**config.mk**
```make
export PLATFORM = sky130hd
export DESIGN_NAME = pin_config_output_gating
export DESIGN_NICKNAME = d
export VERILOG_FILES = /design/src/hdl/sync2.v /design/src/hdl/startup_gate.v /design/src/hdl/pin_config_output_gating.v
export VERILOG_INCLUDE_DIRS = /design/src /design/src/hdl
export SDC_FILE = /design/constraint.sdc
export NUM_CORES = 1
export LEC_CHECK = 0
export ABC_CLOCK_PERIOD_IN_PS = 2800
export BUFFER_PORTS_ARGS = -buffer_cell sky130_fd_sc_hd__buf_2
export CAP_MARGIN = 20
export CORE_UTILIZATION = 45
export CTS_CLUSTER_SIZE = 20
export DETAILED_ROUTE_END_ITERATION = 10
export GPL_TIMING_DRIVEN = 0
export PLACE_DENSITY = 0.7
export SLEW_MARGIN = 20
export SYNTH_ARGS = -nofsm -noshare
export SYNTH_HDL_FRONTEND = slang
export SYNTH_SLANG_ARGS = --single-unit
```
**constraint.sdc**
```tcl
create_clock -name clk -period 2.8 [get_ports clk]
set_input_delay 0.14 -clock clk [delete_from_list [all_inputs] [get_ports clk]]
set_output_delay 0.14 -clock clk [all_outputs]
set_load 0.05 [all_outputs]
```
**src/hdl/pin_config_consts.vh**
```
// Purpose: constants for the pad and output-gating configuration block
// Assumes: byte-wide registers, index 0 and 1 chosen locally
// Notes: definitions only
`ifndef PIN_CONFIG_CONSTS_VH
`define PIN_CONFIG_CONSTS_VH
`define OE_CFG_INDEX 1'h0
`define PAD_CFG_INDEX 1'h1
`define OE_CFG_RESET 8'h10
`define OE_CFG_WRITE_MASK 8'h39
`define PAD_CFG_RESET 8'h2f
`define BIT_OE_SEL 0
`define BIT_OE_POL 3
`define BIT_ENABLE_PIN_PULLUP_EN 4
`define BIT_ENABLE_PIN_PULLDOWN_EN 5
`define BIT_SERIAL_CLOCK_PULLUP_EN 0
`define BIT_SERIAL_DATA_PULLUP_EN 1
`define OD_LSB 2
`define OD_MSB 3
`define PP_LSB 4
`define PP_MSB 5
`define ST_LSB 6
`define ST_MSB 7
`define STARTUP_APLL 2'h0
`define STARTUP_DPLL 2'h1
`define STARTUP_NONE 2'h2
`define OE_SEL_RESET 1'h0
`define OE_POL_RESET 1'h0
`define ENABLE_PIN_PULLUP_EN_RESET 1'h1
`define ENABLE_PIN_PULLDOWN_EN_RESET 1'h0
`define STARTUP_RESET 2'h0
`define PP_RESET 2'h2
`define OD_RESET 2'h3
`define SERIAL_DATA_PULLUP_EN_RESET 1'h1
`define SERIAL_CLOCK_PULLUP_EN_RESET 1'h1
`define RDATA_RESET 8'h00
`define ENABLE_RESET 1'h0
`define OE_RSVD_FILL 2'h0
`endif

```
**src/hdl/sync2.v**
```verilog
// Purpose: two-flop synchroniser for one level
// Assumes: asynchronous active-high reset
// Notes: first stage read only by the second
`timescale 1ns/100ps
module sync2 #(
	parameter RESET_VALUE = 1'b0
) (
	input wire clk,
	input wire reset,
	input wire d,
	output reg q
);
	reg meta;
	always @(posedge clk or posedge reset) begin
		if (reset) begin
			meta <= RESET_VALUE;
			q <= RESET_VALUE;
		end else begin
			meta <= d;
			q <= meta;
		end
	end
endmodule

```
**src/hdl/startup_gate.v**
```verilog
// Purpose: holds clock outputs off at startup until chosen lock asserts; none mode releases at once
// Assumes: lock inputs already synchronised
// Notes: once released it stays released until reset
`timescale 1ns/100ps
`include "pin_config_consts.vh"
module startup_gate (
	input wire clk,
	input wire reset,
	input wire [1:0] startupMode,
	input wire apllLock,
	input wire dpllLock,
	output reg released
);
	reg released_next;
	always @* begin
		released_next = released;
		case (startupMode)
			`STARTUP_APLL: begin
				if (apllLock) released_next = 1'b1;
			end
			`STARTUP_DPLL: begin
				if (dpllLock) released_next = 1'b1;
			end
			`STARTUP_NONE: begin
				released_next = 1'b1;
			end
			default: begin
				released_next = released; // reserved code: hold whatever state
			end
		endcase
	end
	always @(posedge clk or posedge reset) begin
		if (reset) begin
			released <= 1'b0;
		end else begin
			released <= released_next;
		end
	end
endmodule

```
**src/hdl/pin_config_output_gating.v**
```verilog
// Purpose: pad configuration and clock output gating registers
// Assumes: internal byte register port, shared pin and locks asynchronous
// Notes: outputs registered; lock released only once per reset
`timescale 1ns/100ps
`include "pin_config_consts.vh"
module pin_config_output_gating (
	input wire clk,
	input wire reset,
	input wire regWrite,
	input wire regRead,
	input wire regIndex,
	input wire [7:0] regWdata,
	output reg [7:0] regRdata,
	input wire spiMode,
	input wire sharedEnableSelectPin,
	input wire apllLockAsync,
	input wire dpllLockAsync,
	input wire statusPinOpenDrainEn,
	output reg clockOutputEnable,
	output reg enablePinPulldownEn,
	output reg enablePinPullupEn,
	output reg serialDataPullupEn,
	output reg serialClockPullupEn,
	output reg [1:0] statusPinStrength,
	output reg [1:0] serialDataStrength
);
	wire oeWrite;
	wire padWrite;
	reg oeSel_reg;
	reg oeSel_next;
	reg oePol_reg;
	reg oePol_next;
	reg oePullup_reg;
	reg oePullup_next;
	reg oePulldown_reg;
	reg oePulldown_next;
	reg [1:0] startupMode_reg;
	reg [1:0] startupMode_next;
	reg [1:0] pushPull_reg;
	reg [1:0] pushPull_next;
	reg [1:0] openDrain_reg;
	reg [1:0] openDrain_next;
	reg dataPullup_reg;
	reg dataPullup_next;
	reg clockPullup_reg;
	reg clockPullup_next;
	wire [7:0] oeReadback;
	wire [7:0] padReadback;
	reg [7:0] readData_next;
	reg [1:0] statusStrength_next;
	wire pinSync;
	wire apllLock;
	wire dpllLock;
	wire released;
	wire pinActive;
	wire pinGateOk;
	wire gateOk;

	sync2 #(.RESET_VALUE(1'b1)) pinSyncInst (
		.clk(clk),
		.reset(reset),
		.d(sharedEnableSelectPin),
		.q(pinSync)
	);
	sync2 #(.RESET_VALUE(1'b0)) apllSyncInst (
		.clk(clk),
		.reset(reset),
		.d(apllLockAsync),
		.q(apllLock)
	);
	sync2 #(.RESET_VALUE(1'b0)) dpllSyncInst (
		.clk(clk),
		.reset(reset),
		.d(dpllLockAsync),
		.q(dpllLock)
	);
	startup_gate startupGateInst (
		.clk(clk),
		.reset(reset),
		.startupMode(startupMode_reg),
		.apllLock(apllLock),
		.dpllLock(dpllLock),
		.released(released)
	);

	// one byte register per index
	assign oeWrite = regWrite & (regIndex == `OE_CFG_INDEX);
	assign padWrite = regWrite & (regIndex == `PAD_CFG_INDEX);

	always @* begin
		oeSel_next = oeSel_reg;
		if (oeWrite) begin
			oeSel_next = regWdata[`BIT_OE_SEL];
		end
	end
	always @(posedge clk or posedge reset) begin
		if (reset) begin
			oeSel_reg <= `OE_SEL_RESET;
		end else begin
			oeSel_reg <= oeSel_next;
		end
	end

	always @* begin
		oePol_next = oePol_reg;
		if (oeWrite) begin
			oePol_next = regWdata[`BIT_OE_POL];
		end
	end
	always @(posedge clk or posedge reset) begin
		if (reset) begin
			oePol_reg <= `OE_POL_RESET;
		end else begin
			oePol_reg <= oePol_next;
		end
	end

	always @* begin
		oePullup_next = oePullup_reg;
		if (oeWrite) begin
			oePullup_next = regWdata[`BIT_ENABLE_PIN_PULLUP_EN];
		end
	end
	always @(posedge clk or posedge reset) begin
		if (reset) begin
			oePullup_reg <= `ENABLE_PIN_PULLUP_EN_RESET;
		end else begin
			oePullup_reg <= oePullup_next;
		end
	end

	always @* begin
		oePulldown_next = oePulldown_reg;
		if (oeWrite) begin
			oePulldown_next = regWdata[`BIT_ENABLE_PIN_PULLDOWN_EN];
		end
	end
	always @(posedge clk or posedge reset) begin
		if (reset) begin
			oePulldown_reg <= `ENABLE_PIN_PULLDOWN_EN_RESET;
		end else begin
			oePulldown_reg <= oePulldown_next;
		end
	end

	// host must not write the reserved code; it would freeze the startup gate
	always @* begin
		startupMode_next = startupMode_reg;
		if (padWrite) begin
			startupMode_next = regWdata[`ST_MSB:`ST_LSB];
		end
	end
	always @(posedge clk or posedge reset) begin
		if (reset) begin
			startupMode_reg <= `STARTUP_RESET;
		end else begin
			startupMode_reg <= startupMode_next;
		end
	end

	always @* begin
		pushPull_next = pushPull_reg;
		if (padWrite) begin
			pushPull_next = regWdata[`PP_MSB:`PP_LSB];
		end
	end
	always @(posedge clk or posedge reset) begin
		if (reset) begin
			pushPull_reg <= `PP_RESET;
		end else begin
			pushPull_reg <= pushPull_next;
		end
	end

	always @* begin
		openDrain_next = openDrain_reg;
		if (padWrite) begin
			openDrain_next = regWdata[`OD_MSB:`OD_LSB];
		end
	end
	always @(posedge clk or posedge reset) begin
		if (reset) begin
			openDrain_reg <= `OD_RESET;
		end else begin
			openDrain_reg <= openDrain_next;
		end
	end

	always @* begin
		dataPullup_next = dataPullup_reg;
		if (padWrite) begin
			dataPullup_next = regWdata[`BIT_SERIAL_DATA_PULLUP_EN];
		end
	end
	always @(posedge clk or posedge reset) begin
		if (reset) begin
			dataPullup_reg <= `SERIAL_DATA_PULLUP_EN_RESET;
		end else begin
			dataPullup_reg <= dataPullup_next;
		end
	end

	always @* begin
		clockPullup_next = clockPullup_reg;
		if (padWrite) begin
			clockPullup_next = regWdata[`BIT_SERIAL_CLOCK_PULLUP_EN];
		end
	end
	always @(posedge clk or posedge reset) begin
		if (reset) begin
			clockPullup_reg <= `SERIAL_CLOCK_PULLUP_EN_RESET;
		end else begin
			clockPullup_reg <= clockPullup_next;
		end
	end

	// reserved bits never store, so they read back as zero
	assign oeReadback = {`OE_RSVD_FILL, oePulldown_reg, oePullup_reg, oePol_reg, `OE_RSVD_FILL, oeSel_reg};
	assign padReadback = {startupMode_reg, pushPull_reg, openDrain_reg, dataPullup_reg, clockPullup_reg};

	// read in the cycle of a write returns the value before it
	always @* begin
		readData_next = regRdata;
		if (regRead) begin
			case (regIndex)
				`OE_CFG_INDEX: begin
					readData_next = oeReadback;
				end
				`PAD_CFG_INDEX: begin
					readData_next = padReadback;
				end
				default: begin
					readData_next = regRdata;
				end
			endcase
		end
	end

	assign pinActive = pinSync ^ oePol_reg;
	// select 1 or spi mode makes the pin irrelevant
	assign pinGateOk = oeSel_reg | spiMode | pinActive;
	assign gateOk = pinGateOk & released;

	// strength field follows the status pin's driver type
	always @* begin
		statusStrength_next = pushPull_reg;
		if (statusPinOpenDrainEn) begin
			statusStrength_next = openDrain_reg;
		end
	end

	always @(posedge clk or posedge reset) begin
		if (reset) begin
			regRdata <= `RDATA_RESET;
		end else begin
			regRdata <= readData_next;
		end
	end

	always @(posedge clk or posedge reset) begin
		if (reset) begin
			clockOutputEnable <= `ENABLE_RESET;
		end else begin
			clockOutputEnable <= gateOk;
		end
	end

	always @(posedge clk or posedge reset) begin
		if (reset) begin
			enablePinPulldownEn <= `ENABLE_PIN_PULLDOWN_EN_RESET;
		end else begin
			enablePinPulldownEn <= oePulldown_reg;
		end
	end

	always @(posedge clk or posedge reset) begin
		if (reset) begin
			enablePinPullupEn <= `ENABLE_PIN_PULLUP_EN_RESET;
		end else begin
			enablePinPullupEn <= oePullup_reg;
		end
	end

	always @(posedge clk or posedge reset) begin
		if (reset) begin
			serialDataPullupEn <= `SERIAL_DATA_PULLUP_EN_RESET;
		end else begin
			serialDataPullupEn <= dataPullup_reg;
		end
	end

	always @(posedge clk or posedge reset) begin
		if (reset) begin
			serialClockPullupEn <= `SERIAL_CLOCK_PULLUP_EN_RESET;
		end else begin
			serialClockPullupEn <= clockPullup_reg;
		end
	end

	always @(posedge clk or posedge reset) begin
		if (reset) begin
			statusPinStrength <= `PP_RESET;
		end else begin
			statusPinStrength <= statusStrength_next;
		end
	end

	always @(posedge clk or posedge reset) begin
		if (reset) begin
			serialDataStrength <= `PP_RESET;
		end else begin
			serialDataStrength <= pushPull_reg;
		end
	end
endmodule

```
==> impl_metrics.yaml <==
global_routing:
  grt_start_max_net_pins: 37
  overflow: 0
  grt_pass1_vias: 767
  antenna_found_initial: 0
  grtUsageTotal_pct: 15.8
  grt_first_pass_wirelength_um: 3590
placement:
  dp_hpwl_um: 1470
  dpl.cell_count: 149
  io_buffer_count: 33
  gp_congestion: 0.711
  dp_slack_ns: 1.77
layout:
  layout_common_cells: "buf_2 (34), dfrtp_1 (23), dfstp_2 (13), mux2_2 (10)"
  areaGrowthSynthToFinish_pct: 23.4
  num-fill-cells: 240
  drive_gt1_share_pct: 56.9
  final_common_cell: "buf_2"
  final_util_pct: 58.4
  fin_cells: 161
  largest-register: "regRdata"
  fin_nets: 147
  diodes: 0
  largest_register_ffs: 8
synthesis:
  ys_seq_elements: 36
  syn_nets: 103
  seq_area_frac_synth_pct: 70.3
  ys_warn_count: 0
  netlist_area_um2: 1310
  synth.avg_cell_area_um2: 15.4
  synth_cell_type_count: 19
  synthCells: 85
floorplanning:
  ioPinCount: 35
  initial_utilization_pct: 47.3
  fp.dieH_um: 55.9
  core-area_um2: 2760
  die_w_um: 55.9
  dieArea_um2: 3120
  rows: 19
detailed_routing:
  route.final.wire_length_um: 2120
  route.detailed.drc: 0
  final_antenna_net_count: 0
  vias: 785
  drt_iter0_drc: 6
  first_pass_iters: 4
  via_per_inst: 4.88
  wl_per_cell_um: 13.1
clocking:
  cts_made_buffers: 5
  numClockSinks: 36
  clock_latency_ns: 0.34
  htreeDepth: 2
  cts-root-buf: "clkbuf_4"
  clk_pin_slew_ns: 0.11
  cts_tree: "yes"
  clockBufferDepth: 2
sta:
  maxClockFrequency_mhz: 791
  rsz0062_at_grt: "no"
  setup_viol: 0
  worst_slack_ns: 1.54
  slew-limit-headroom_pct: 53.7
  finClkSkew_ns: 0.00841
  timing.final.hold_violations: 0
  layout_min_cycle_time_ns: 1.26
  drv_slew: 0
  period_share_pct: 45.1
  tightest_slew_ns: 0.693
  finalSetupTns_ns: 0
min_path:
  hp-class: "input port to register"
critical_path:
  crit_type: "register to primary output"
  cp_top_family: "flip-flops"
  cp-start-kind: "register"
  required_ns: 2.66
  cp.arrival_ns: 1.12
  path_buf_inv: 1
  setup.worst_path.end_class: "primary output"
  worstPathMaxFanout: 1
  cpPeakStageDelay_ns: 0.54
  crit_path_top_delay_cell: "dfstp_2"
  cp_cell_sequence: "buf_2"
  r2r_slack_ns: 1.77
power:
  cellLeakagePower_nw: 0.767
  ir_drop_uv: 567
  p_total_mw: 1.19
  powerDensity_nw_per_um2: 742
outcome:
  outcome: "complete, no violations"
run:
  drv_cap: 0
==> synth_stat cells, drive strengths merged <==
cell type  number  share of area, %
dfrtp          23                44
mux2           14                13
dfstp          13                26
a21oi           5               1.9
inv             5               1.4
mux2i           4               3.1
nand3           4               1.5
nor2            4               1.2
o21ai           4               1.5
buf             2               1.2
nand2b          2               1.5
nand2           1              0.86
nor3            1              0.38
o31a            1              0.67
or2             1              0.48
xor2            1              0.67
==> cells by family (layout without fill, tap and decap cells) <==
| logic type | after synthesis | count (layout) | share of synthesized area (%) |
|---|---|---|---|
| AOI/OAI and AO/OA | 10 | 10 | 4.12 |
| xor gates and xnor gates | 1 | 1 | 0.671 |
| buffers and inverters | 7 | 52 | 2.68 |
| DFF | 36 | 36 | 70.3 |
| muxes | 18 | 18 | 16.3 |
| and+or+nand+nor | 13 | 13 | 5.94 |
==> timing repair <==
action                                  in CTS  in global routing
endpoints found under the hold margin       26                  0
gates resized for setup                      0                  0
hold buffers                                 4                  0
buffers inserted                             0                  0
endpoints found under the setup margin       0                  0
==> power breakdown <==
group,internal (mW),switching (mW)
registers,0.604,0.0372
clock network,0.119,0.162
logic,0.0858,0.187
total,0.809,0.386
==> per-stage QoR <==
step	hold slack (ns)	instance area (um2)
global route	0.00922	1610
CTS	0.0162	1610
detailed placement	0.247	1510
global placement	0.246	1510
finish	0.0241	1610
floorplan	0.144	1310
==> layout make-up <==
cell class / count / area (um2) / share of cell area (%)
plain buffers: 2 / 16.3 / 1.01
clock buffers: 6 / 51.3 / 3.19
clock inverters: 2 / 10.0 / 0.622
inverters: 5 / 18.8 / 1.17
multi-input cells: 42 / 353 / 21.9
flip-flops and latches: 36 / 917 / 57.0
well taps: 31 / 38.8 / 2.41
repair buffers: 37 / 205 / 12.7
==> per-layer routing <==
layer / wire, um / global-route usage [%]
met1: 882 / 19.6
met2: 1070 / 24.1
met3: 122 / 7.21
met4: 44 / 6.27
met5: 0 / 0
==> final timing paths <==
kind	startpoint	to	depth (start not counted)
worst max-delay path	statusPinStrength[1]	statusPinStrength[1]	1
worst min-delay path	regWdata[7]	startupMode_reg[1]	2
worst max register to register	startupMode_reg[1]	startupGateInst.released	3
worst min register to register	apllSyncInst.meta	apllSyncInst.q	0
max in group asynchronous	reset	enablePinPulldownEn	3
min in group asynchronous	reset	regRdata[6]	3
Note: power is estimated with default switching activity, not from simulation.
